<file path="config.mk">
export PLATFORM = sky130hd
export DESIGN_NAME = phy_mgmt_regs
export DESIGN_NICKNAME = d
export VERILOG_FILES = /design/src/phy_mgmt_pkg.sv /design/src/phy_mgmt_regs.sv
export SDC_FILE = /design/constraint.sdc
export NUM_CORES = 1
export LEC_CHECK = 0
export BUFFER_PORTS_ARGS = -buffer_cell sky130_fd_sc_hd__buf_2
export CAP_MARGIN = 10
export CORE_ASPECT_RATIO = 1.5
export CORE_MARGIN = 2
export CORE_UTILIZATION = 35
export DETAILED_ROUTE_END_ITERATION = 8
export HOLD_SLACK_MARGIN = 0.06
export SETUP_SLACK_MARGIN = 0.05
export SLEW_MARGIN = 15
export SYNTH_ARGS = -nofsm -noshare
export SYNTH_HDL_FRONTEND = slang
export SYNTH_SLANG_ARGS = --single-unit
</file>
<file path="constraint.sdc">
create_clock -name mclk -period 2 [get_ports mclk]
set_input_delay 0 -clock mclk [delete_from_list [all_inputs] [get_ports mclk]]
set_output_delay 0 -clock mclk [all_outputs]
set_load 0.02 [all_outputs]
</file>
<file path="src/phy_mgmt_pkg.sv">
// Constants and types shared by the management register block
package phy_mgmt_pkg;

   // Register addresses on the management bus
   localparam logic [4:0]  REG_STATUS    = 5'h01;
   localparam logic [4:0]  REG_ID_HIGH   = 5'h02;
   localparam logic [4:0]  REG_ID_LOW    = 5'h03;
   localparam logic [4:0]  REG_ADVERTISE = 5'h04;
   localparam logic [4:0]  REG_PARTNER   = 5'h05;

   // Basic status field positions and fixed upper bits 15:6
   localparam int          BIT_AN_DONE   = 5;
   localparam int          BIT_REM_FAULT = 4;
   localparam int          BIT_AN_ABLE   = 3;
   localparam int          BIT_LINK      = 2;
   localparam int          BIT_JABBER    = 1;
   localparam int          BIT_EXT_CAP   = 0;
   localparam logic [9:0]  STATUS_UPPER  = 10'h1E1;

   // Advertisement field positions, write mask and reset value
   localparam int          ADV_NEXT_PAGE = 15;
   localparam int          ADV_REM_FAULT = 13;
   localparam int          ADV_ASYM      = 11;
   localparam int          ADV_PAUSE     = 10;
   localparam int          ADV_T4        = 9;
   localparam int          ADV_ABIL_LSB  = 5;
   localparam logic [15:0] ADV_WRITE_MASK = 16'hADFF;
   localparam logic [15:0] ADV_RESET      = 16'h01E1;

   // Partner ability bits carried: 15, 14, 13, 11, 10
   localparam logic [15:0] PARTNER_MASK   = 16'hEC00;

   // Management frame
   localparam logic [5:0]  PREAMBLE_LEN  = 6'h20;
   localparam logic [1:0]  OP_READ       = 2'h2;
   localparam logic [1:0]  OP_WRITE      = 2'h1;
   localparam logic [5:0]  ADDR_LAST     = 6'h09;
   localparam logic [5:0]  DATA_LAST     = 6'h0F;

   typedef struct packed {
      logic anDone;    // negotiation finished
      logic farFault;  // far-end or partner remote fault
      logic linkUp;    // link valid at 10 or 100
      logic jabber;    // jabber condition
      logic is10m;     // 10 Mb twisted-pair operation
   } phy_status_t;

   typedef enum {HUNT, START, OPCODE, ADDR, TURN, DATA} frame_state_t;

endpackage

</file>
<file path="src/phy_mgmt_regs.sv">
// Management register block: status, identifier, advertisement, partner
`timescale 1ns/1ps
module phy_mgmt_regs import phy_mgmt_pkg::*; #(
   parameter logic [21:0] OUI_CODE  = 22'h0ABCDE, // Arbitrary value
   parameter logic [5:0]  MODEL_NUM = 6'h15,      // Arbitrary value
   parameter logic [3:0]  REVISION  = 4'h3,       // Arbitrary value
   parameter logic [4:0]  PHY_ADDR  = 5'h01       // Station address
) (
   input  wire logic        mclk,         // System clock
   input  wire logic        nrst,         // Async reset, active low
   input  wire logic        mdc,          // Management clock pin
   input  wire logic        mdioIn,       // Management data pin level
   output logic             mdioOut,      // Management data drive value
   output logic             mdioDriveN,   // Low while driving data pin
   input  wire phy_status_t phyStat,      // Live link conditions
   input  wire logic [15:0] partnerWord,  // Received link code word
   input  wire logic [3:0]  abilityStrap, // Ability straps 8:5
   output logic [15:0]      advWord       // Advertised code word
);

   logic [2:0]   mdcSync;
   logic [2:0]   mdioSync;
   logic         mdcLevel;
   logic         mdioLevel;
   logic         next_mdcLevel;
   logic         next_mdioLevel;
   logic         rise;
   logic         fall;
   logic         bitIn;

   frame_state_t state;
   frame_state_t next_state;
   logic [5:0]   cnt;
   logic [5:0]   next_cnt;
   logic         opRead;
   logic         next_opRead;
   logic         phyHit;
   logic         next_phyHit;
   logic [4:0]   regAddr;
   logic [4:0]   next_regAddr;
   logic [15:0]  shiftIn;
   logic [15:0]  next_shiftIn;
   logic [15:0]  shiftOut;
   logic [15:0]  next_shiftOut;
   logic         suppressOk;
   logic         next_suppressOk;
   logic         next_mdioOut;
   logic         next_mdioDriveN;
   logic [1:0]   opCode;
   logic         opValid;
   logic         readTaken;

   logic [15:0]  advertise;
   logic [15:0]  next_advertise;
   logic [15:0]  next_advWord;
   logic         strapDone;
   logic         remLatch;
   logic         next_remLatch;
   logic         linkLatch;
   logic         next_linkLatch;
   logic         jabLatch;
   logic         next_jabLatch;
   logic [15:0]  statusWord;
   logic [15:0]  readData;

   // Pin synchronisers
   always_ff @(posedge mclk or negedge nrst) begin
      if (!nrst) begin
         mdcSync   <= 3'h0;
         mdioSync  <= 3'h7;
         mdcLevel  <= 1'b0;
         mdioLevel <= 1'b1;
      end else begin
         mdcSync   <= {mdcSync[1:0], mdc};
         mdioSync  <= {mdioSync[1:0], mdioIn};
         mdcLevel  <= next_mdcLevel;
         mdioLevel <= next_mdioLevel;
      end
   end

   always_comb begin
      next_mdcLevel  = (mdcSync[2] == mdcSync[1]) ? mdcSync[2] : mdcLevel;
      next_mdioLevel = (mdioSync[2] == mdioSync[1]) ? mdioSync[2]
                                                     : mdioLevel;
      rise  = next_mdcLevel & ~mdcLevel;
      fall  = ~next_mdcLevel & mdcLevel;
      bitIn = next_mdioLevel;
   end

   // Register read mux
   always_comb begin
      statusWord              = {STATUS_UPPER, 6'h00};
      statusWord[BIT_AN_DONE]   = phyStat.anDone;
      statusWord[BIT_REM_FAULT] = remLatch;
      statusWord[BIT_AN_ABLE]   = 1'b1;
      statusWord[BIT_LINK]      = linkLatch;
      statusWord[BIT_JABBER]    = jabLatch;
      statusWord[BIT_EXT_CAP]   = 1'b1;
      unique case (regAddr)
         REG_STATUS:    readData = statusWord;
         REG_ID_HIGH:   readData = OUI_CODE[21:6];
         REG_ID_LOW:    readData = {OUI_CODE[5:0], MODEL_NUM,
                                    REVISION};
         REG_ADVERTISE: readData = advertise;
         REG_PARTNER:   readData = partnerWord
                                   & PARTNER_MASK;
         default:       readData = 16'h0000;
      endcase
   end

   // Frame engine next state
   always_comb begin
      next_state      = state;
      next_cnt        = cnt;
      next_opRead     = opRead;
      next_phyHit     = phyHit;
      next_regAddr    = regAddr;
      next_shiftIn    = shiftIn;
      next_shiftOut   = shiftOut;
      next_suppressOk = suppressOk;
      next_mdioOut    = mdioOut;
      next_mdioDriveN = mdioDriveN;
      next_advertise  = advertise;
      readTaken       = 1'b0;
      opCode          = {shiftIn[0], bitIn};
      opValid         = (opCode == OP_READ) || (opCode == OP_WRITE);
      if (!strapDone) begin
         next_advertise[8:ADV_ABIL_LSB] = abilityStrap;
      end
      if (rise) begin
         next_shiftIn = {shiftIn[14:0], bitIn};
         unique case (state)
            HUNT: begin
               if (bitIn) begin
                  if (cnt != PREAMBLE_LEN) begin
                     next_cnt = cnt + 6'h01;
                  end
               end else begin
                  if (cnt == PREAMBLE_LEN || suppressOk) begin
                     next_state = START;
                  end
                  next_cnt = 6'h00;
               end
            end
            START: begin
               next_state = bitIn ? OPCODE : HUNT;
               next_cnt   = 6'h00;
            end
            OPCODE: begin
               if (cnt == 6'h00) begin
                  next_cnt = 6'h01;
               end else if (opValid) begin
                  next_opRead = (opCode == OP_READ);
                  next_state  = ADDR;
                  next_cnt    = 6'h00;
               end else begin
                  next_suppressOk = 1'b0;
                  next_state      = HUNT;
                  next_cnt        = 6'h00;
               end
            end
            ADDR: begin
               if (cnt == ADDR_LAST) begin
                  next_phyHit  = (shiftIn[8:4] == PHY_ADDR);
                  next_regAddr = {shiftIn[3:0], bitIn};
                  next_state   = TURN;
                  next_cnt     = 6'h00;
               end else begin
                  next_cnt = cnt + 6'h01;
               end
            end
            TURN: begin
               if ((!opRead && (cnt == 6'h00) != bitIn)) begin
                  next_suppressOk = 1'b0;
                  next_state      = HUNT;
                  next_cnt        = 6'h00;
               end else if (cnt == 6'h00) begin
                  next_cnt = 6'h01;
               end else begin
                  next_suppressOk = 1'b1;
                  next_state      = DATA;
                  next_cnt        = 6'h00;
               end
            end
            DATA: begin
               if (cnt == DATA_LAST) begin
                  next_state = HUNT;
                  next_cnt   = 6'h00;
                  if (!opRead && phyHit && regAddr == REG_ADVERTISE) begin
                     next_advertise = (advertise & ~ADV_WRITE_MASK)
                        | ({shiftIn[14:0], bitIn}
                           & ADV_WRITE_MASK);
                  end
               end else begin
                  next_cnt = cnt + 6'h01;
               end
            end
         endcase
      end
      if (fall) begin
         if (state == TURN && opRead && phyHit && cnt == 6'h01) begin
            next_mdioDriveN = 1'b0;
            next_mdioOut    = 1'b0;
            next_shiftOut   = readData;
            readTaken       = (regAddr == REG_STATUS);
         end else if (state == DATA && opRead && phyHit) begin
            next_mdioOut  = shiftOut[15];
            next_shiftOut = {shiftOut[14:0], 1'b0};
         end else begin
            next_mdioDriveN = 1'b1;
            next_mdioOut    = 1'b0;
         end
      end
   end

   // Latched status bits, set wins over read clear
   always_comb begin
      next_remLatch  = (remLatch & ~readTaken) | phyStat.farFault;
      next_linkLatch = readTaken ? phyStat.linkUp
                                 : (linkLatch & phyStat.linkUp);
      next_jabLatch  = (jabLatch & ~readTaken)
                       | (phyStat.jabber & phyStat.is10m);
      next_advWord   = advertise;
   end

   always_ff @(posedge mclk or negedge nrst) begin
      if (!nrst) begin
         state      <= HUNT;
         cnt        <= 6'h00;
         opRead     <= 1'b0;
         phyHit     <= 1'b0;
         regAddr    <= 5'h00;
         shiftIn    <= 16'h0000;
         shiftOut   <= 16'h0000;
         suppressOk <= 1'b0;
         mdioOut    <= 1'b0;
         mdioDriveN <= 1'b1;
         advertise  <= ADV_RESET;
         advWord    <= ADV_RESET;
         strapDone  <= 1'b0;
         remLatch   <= 1'b0;
         linkLatch  <= 1'b0;
         jabLatch   <= 1'b0;
      end else begin
         state      <= next_state;
         cnt        <= next_cnt;
         opRead     <= next_opRead;
         phyHit     <= next_phyHit;
         regAddr    <= next_regAddr;
         shiftIn    <= next_shiftIn;
         shiftOut   <= next_shiftOut;
         suppressOk <= next_suppressOk;
         mdioOut    <= next_mdioOut;
         mdioDriveN <= next_mdioDriveN;
         advertise  <= next_advertise;
         advWord    <= next_advWord;
         strapDone  <= 1'b1;
         remLatch   <= next_remLatch;
         linkLatch  <= next_linkLatch;
         jabLatch   <= next_jabLatch;
      end
   end
endmodule // phy_mgmt_regs

</file>
==> results of run 1 <==
## sequential cells by signal, indices dropped and copies added, names as in the netlist
register / count
mdioOut: 1
opRead: 1
mdioDriveN: 1
phyHit: 1
shiftIn: 15
remLatch: 1
advertise: 13
advWord: 13
state: 3
mdcLevel: 1
strapDone: 1
jabLatch: 1
shiftOut: 16
linkLatch: 1
mdioLevel: 1
mdioSync: 3
regAddr: 5
mdcSync: 3
cnt: 6
suppressOk: 1
## worst max-delay path, stage by stage, from the launching register on
cell      delay (ps)
dfrtp_1          390
inv_2             90
buf_6            100
ha_4             110
nor2b_4          150
nand3b_1         110
buf_4            170
xnor2_1          150
o41a_1           310
mux2_4           270
## metrics by stage
stage	cell area, µm²	total power, mW	cells
final	5470	4.23	634
after global routing	5470	4.41	634
after CTS	5160	4.20	625
after detailed placement	4630	2.44	593
after global placement	4630	2.44	593
after floorplan	4030	2.22	391
## routing by layer
layer	vias up	wire, µm
met2	71	5300
met1	1547	4030
met4	0	371
met3	31	273
met5	-	0
li1	1558	-
## power by group through the flow
stage,Clock (mW),Sequential [mW],Combinational (mW)
finish,1.66,1.98,0.588
global route,1.77,2.00,0.644
CTS,1.70,1.98,0.522
detailed placement,0,2.01,0.437
global placement,0,2.01,0.430
floorplan,0,1.98,0.235
## area by class of cell
type	instances	area (µm²)
Clock inverter	7	70.1
Fill cell	956	5640
Tap cell	147	184
Sequential cell	88	2220
Clock buffer	9	225
Inverter	9	33.8
Multi-Input combinational cell	273	1930
Timing Repair Buffer	101	800
## cell usage after synthesis (5+ instances only)
| master | number |
|---|---|
| dfrtp_1 | 73 |
| nand2_1 | 63 |
| nor2_1 | 34 |
| a21oi_1 | 27 |
| mux2_2 | 16 |
| o21ai_0 | 16 |
| dfstp_2 | 15 |
| nand3_1 | 11 |
| clkbuf_1 | 10 |
| inv_1 | 9 |
| nor3_1 | 8 |
| nor2b_1 | 7 |
| mux2i_1 | 6 |
| nand4_1 | 6 |
| buf_2 | 5 |
## worst paths after layout
kind / to / slack (ps) / cells past startpoint
max in group asynchronous: advertise[0]$_DFFE_PN1P_ / 1140 / 3
min: shiftOut[5]$_DFFE_PN0P_ / 150 / 5
max reg2reg: state[0]$_DFFE_PN0P_ / 20 / 9
min reg2reg: mdcSync[1]$_DFF_PN0_ / 350 / 0
max: state[0]$_DFFE_PN0P_ / 20 / 9
min in group asynchronous: cnt[5]$_DFFE_PN0P_ / 160 / 2
## repair_timing
action	CTS	global route
cloned	0	1
gates resized for setup	21	50
endpoints found under the setup margin	13	36
buffers inserted	4	8
hold endpoints to repair	44	0
pin swaps	5	20
hold buffers	12	0
## cells by family after synthesis
kind of cell	count (synthesis)
buf+inv	30
flops	88
fa+ha+maj	6
compound gates	81
simple gates	159
xor+xnor	1
mux	22
other cells	2
==> reports/results.ini, run 1 <==
[outcome]
status=finished clean

[worst_setup_path]
worstPathRequired_ps=2220
start_kind=flip-flop
arrival_ps=2200
crit_type=reg -> reg
cp-startpoint=cnt[1]$_DFFE_PN0P_
worstPathMaxFanout=3
r2r_start=cnt[1]$_DFFE_PN0P_
crit_path_end_kind=flip-flop

[clock_tree]
cts_tree=yes
cts.sinks=88
clk_latency_ps=340
cts_buffers=9
htree_levels=3
clk_pin_slew_ps=70
cts_buffer_depth=2
cts-root-buf=clkbuf_16

[timing]
rsz0062_at_grt=true
hold_viol_final=0
setup_violations=0
timing.final.ws_setup_ps=24.7
final-max-slew-violation-count=0
fin_skew_ps=7.21
fin_crit_ps=1980
tns_ps=0
max_freq_mhz=506
whs_ps=149
period_share=0.988

[drt]
drt-wirelength-per-cell_um=15.7
drcViolationCount=0
drtAntennaViolNets=0
routed_via_density=5.06
dr.pass1.iters=4
via_count=3207
drtIter0Drc=172
wl_mm=9.98

[yosys]
ys_warn_count=0
yosys.area_share.adder=0.0174
muxShareOfSynthArea=0.0598
synth-seq-area-share=0.553
synth_top_family_by_area=simple AND/OR/NAND/NOR gates
synth_compound_area_frac=0.129
yosys.area.top_type=dfrtp_1
synth_edf_count=0
synth_cell_types=59
yosys.area_share.simple=0.205
synthCells=389
syn_avg_cell_area_um2=10.3
synth-seq-cells=88
synth_top_area_frac=0.455
netlist_area_mm2=0.00402
synthArstFlopShare=1.00
synth_area_leaders=dfrtp_1, dfstp_2, nand2_1
synthFlopType=dfrtp_1
synth_xor_area_frac=0.00218

[floorplanning]
io_pins=47
die_w_um=91.5
core_mm2=0.0111
initial_core_util=0.361
die_h_um=135
dieArea_mm2=0.0124
rows=47

[flow_run]
max-cap-violations=0

[hold_path]
hold_class=in -> reg
holdCritStartpoint=phyStat[4]

[power]
netSwitchingFraction=0.275
p_per_area_mw_per_mm2=773
switchingPower_mw=1.16
sequentialPowerShare=0.469
p_leak_nw=2.53
ir_worst_vdd_uv=471
power_frac_comb=0.139
pwr-share-clk=0.392
p_int_mw=3.07

[grt]
grt_pass1_wl_mm=16.3
met3_usage=0.0345
grt-busiest-layer=met2
use_met1=0.187
overflow=0
use_met2=0.300
grt_max_degree=55
grt_antenna_before_repair=0
grt_pass1_vias=3319
grt_usage=0.167

[layout]
area_delta_synth_final_pct=36.2
final_util=0.492
drive_gt1_frac=0.388
antenna_cells=0
num-nets-final=515
final_common_cell=dfrtp_1
layout_common_cells=dfrtp_1, nand2_1, buf_4, nor2_1, buf_2

[placement]
gp_congestion=0.855
numPortBuffers=32
preCtsSetupSlack_ps=-22.8
dp_hpwl_mm=7.09

Note: power is estimated with default switching activity, not from simulation.
==> run 2, diff against run 1 <==
==> constraint.sdc (replaced) <==
create_clock -name mclk -period 2.08 [get_ports mclk]
set_input_delay 0 -clock mclk [delete_from_list [all_inputs] [get_ports mclk]]
set_output_delay 0 -clock mclk [all_outputs]
set_load 0.02 [all_outputs]
==> run 2 against run 1 <==
Net effect: global-route usage fell by 0.61 points; clock skew rose by 2.1 ps; worst hold slack got worse by 92 ps; first-iteration DRC count fell by 28%; non-clock buffer count fell by 20; wire length fell by 3.5%; critical endpoint is now state[1]$_DFFE_PN0P_; largest cell class unchanged; largest power group unchanged; highest routed layer unchanged.
==> reports/results.ini, run 2 (synthesis results as in run 1) <==
[floorplanning]
core_mm2=0.0111  ; unchanged
die_w_um=91.5  ; unchanged
dieArea_mm2=0.0124  ; unchanged
initial_core_util=0.361  ; unchanged
die_h_um=135  ; unchanged
io_pins=47  ; unchanged
rows=47  ; unchanged

[drt]
via_count=3118  ; -2.8%
dr.pass1.iters=4  ; unchanged
drcViolationCount=0  ; unchanged
drtIter0Drc=123  ; -28%
routed_via_density=5.08  ; +0.39%
wl_mm=9.63  ; -3.5%
drt-wirelength-per-cell_um=15.7  ; -0.36%
drtAntennaViolNets=0  ; unchanged

[layout]
num-nets-final=495  ; -3.9%
layout_common_cells=dfrtp_1, nand2_1, buf_4, nor2_1, buf_2
final_common_cell=dfrtp_1
drive_gt1_frac=0.321  ; -0.0669
largest_register_ffs=16  ; unchanged
top_regs=shiftOut (16), shiftIn (15)
area_delta_synth_final_pct=27.3
antenna_cells=0  ; unchanged
regMostFlops=shiftOut

[placement]
dp_hpwl_mm=6.87  ; -3.1%
gp_congestion=0.889  ; +4.0%
numPortBuffers=32  ; unchanged

[worst_setup_path]
slowest_stage=dfrtp_2
r2r_cells=7  ; -2
worstPathMaxFanout=4  ; +1
r2r_start=cnt[0]$_DFFE_PN0P_
cp-startpoint=cnt[0]$_DFFE_PN0P_
regToRegSetupSlack_ps=130  ; +100 ps
crit_type=reg -> reg
crit_path_end_kind=flip-flop
worstPathRequired_ps=2310  ; +90 ps
endpoint=state[1]$_DFFE_PN0P_
arrival_ps=2180  ; -20 ps
start_kind=flip-flop
r2r-end=state[1]$_DFFE_PN0P_
path_cells=inv_2 > ha_1 > nor2b_4 > nand3b_1 > o311a_1 > nand4_1 > mux2_2
slowest_delay_ps=440  ; +50 ps

[timing]
fin_crit_ps=1950  ; -24.4 ps
whs_ps=57.7  ; -91.6 ps
max_freq_mhz=513  ; +1.2%
rsz0062_at_grt=true
setup_violations=0  ; unchanged
fin_skew_ps=9.29  ; +2.08 ps
final-max-slew-violation-count=0  ; unchanged
worst-slew-pin-transition_ps=545
period_share=0.938  ; -0.0497
tns_ps=0  ; unchanged
relSlewSlack=0.636
hold_viol_final=0  ; unchanged

[clock_tree]
cts_buffers=9  ; unchanged
cts-root-buf=clkbuf_16
htree_levels=3  ; unchanged
clk_latency_ps=350  ; about the same
clk_pin_slew_ps=60  ; about the same
cts_tree=yes
cts_buffer_depth=2  ; unchanged
cts.sinks=88  ; unchanged

[power]
ir_worst_vdd_uv=395  ; -16%
p_leak_nw=2.37  ; -6.1%
p_per_area_mw_per_mm2=785  ; +1.5%

[hold_path]
hold_class=in -> reg
min_path_cells=5  ; unchanged

[flow_run]
max-cap-violations=0  ; unchanged

[grt]
grt_usage=0.161  ; -0.00614
grt_antenna_before_repair=0  ; unchanged
grt_pass1_wl_mm=15.3  ; -5.9%
grt_pass1_vias=3064  ; -7.7%
grt_max_degree=57  ; +3.6%
overflow=0  ; unchanged

[outcome]
status=finished clean

-- run 2: changes by cell type in the layout (fill, tap and decap cells not counted), moves of 3 or more --
cell / change
o21ai_1: -4
a21oi_1: +4
a21oi_2: -3
buf_4: -9
inv_8: -4
buf_6: -7
nor3_1: +3
o21ai_0: +4
-- run 2: stage by stage --
| step | power (mW) | utilization | worst slack, ps | cell area (µm²) | instances |
|---|---|---|---|---|---|
| 5_1_grt | 4.19 | 0.460 | 27.3 | 5110 | 614 |
| 4_1_cts | 4.03 | 0.447 | 53.1 | 4970 | 611 |
| 3_5_place_dp | 2.32 | 0.409 | 68.1 | 4540 | 583 |
| 2_1_floorplan | 2.13 | - | 143 | 4030 | 391 |
| 3_3_place_gp | 2.31 | 0.409 | 76.2 | 4540 | 583 |
| 6_report | 4.02 | 0.460 | 129 | 5110 | 614 |
-- run 2: critical path: cells and delay by family, from the launching register on --
| family | cells | cell delay (ps) |
|---|---|---|
| AND/OR/NAND/NOR | 3 | 460 |
| buffers and inverters | 1 | 70 |
| flip-flops | 1 | 440 |
| adder cells (fa/ha/maj) | 1 | 140 |
| AO/OA/AOI/OAI | 1 | 360 |
| multiplexers | 1 | 360 |
-- run 2: how the worst min path moves through the flow --
stage | slack (ps) | endpoint | from
3_5_place_dp | -7 | cnt[1]$_DFFE_PN0P_ | nrst
2_1_floorplan | -300 | advWord[10]$_DFF_PN0_ | nrst
3_3_place_gp | -10 | cnt[1]$_DFFE_PN0P_ | nrst
6_report | 60 | shiftOut[14]$_DFFE_PN0P_ | partnerWord[14]
4_1_cts | 70 | shiftOut[14]$_DFFE_PN0P_ | partnerWord[14]
5_1_grt | 100 | shiftOut[14]$_DFFE_PN0P_ | partnerWord[14]
-- run 2: routing by layer --
metal  global-route usage  share of wire
met1                0.180           0.39
met5                    0              0
met4               0.0699          0.023
met3               0.0378          0.039
met2                0.289           0.54
-- run 2: cell type report --
type,count,area [µm²]
clock inverter,6,73.8
inverter,9,33.8
timing repair buffer,81,578
multi-input combinational,273,1780
sequential,88,2220
tap,147,184
clock buffer,10,239
fill,1040,6000
-- run 2: power by group --
| part | switching (mW) | internal (mW) | total, mW |
|---|---|---|---|
| Clock | 0.701 | 0.980 | 1.68 |
| Combinational | 0.229 | 0.197 | 0.426 |
| Sequential | 0.0935 | 1.82 | 1.91 |
| Total | 1.02 | 2.99 | 4.02 |
-- run 2: timing repair --
item                                   CTS  global route
pin swaps                                0             8
endpoints found under the hold margin   71             0
setup buffers                            1             4
resized for setup                        0            31
setup endpoints to repair                1            28
hold buffers                            11             0
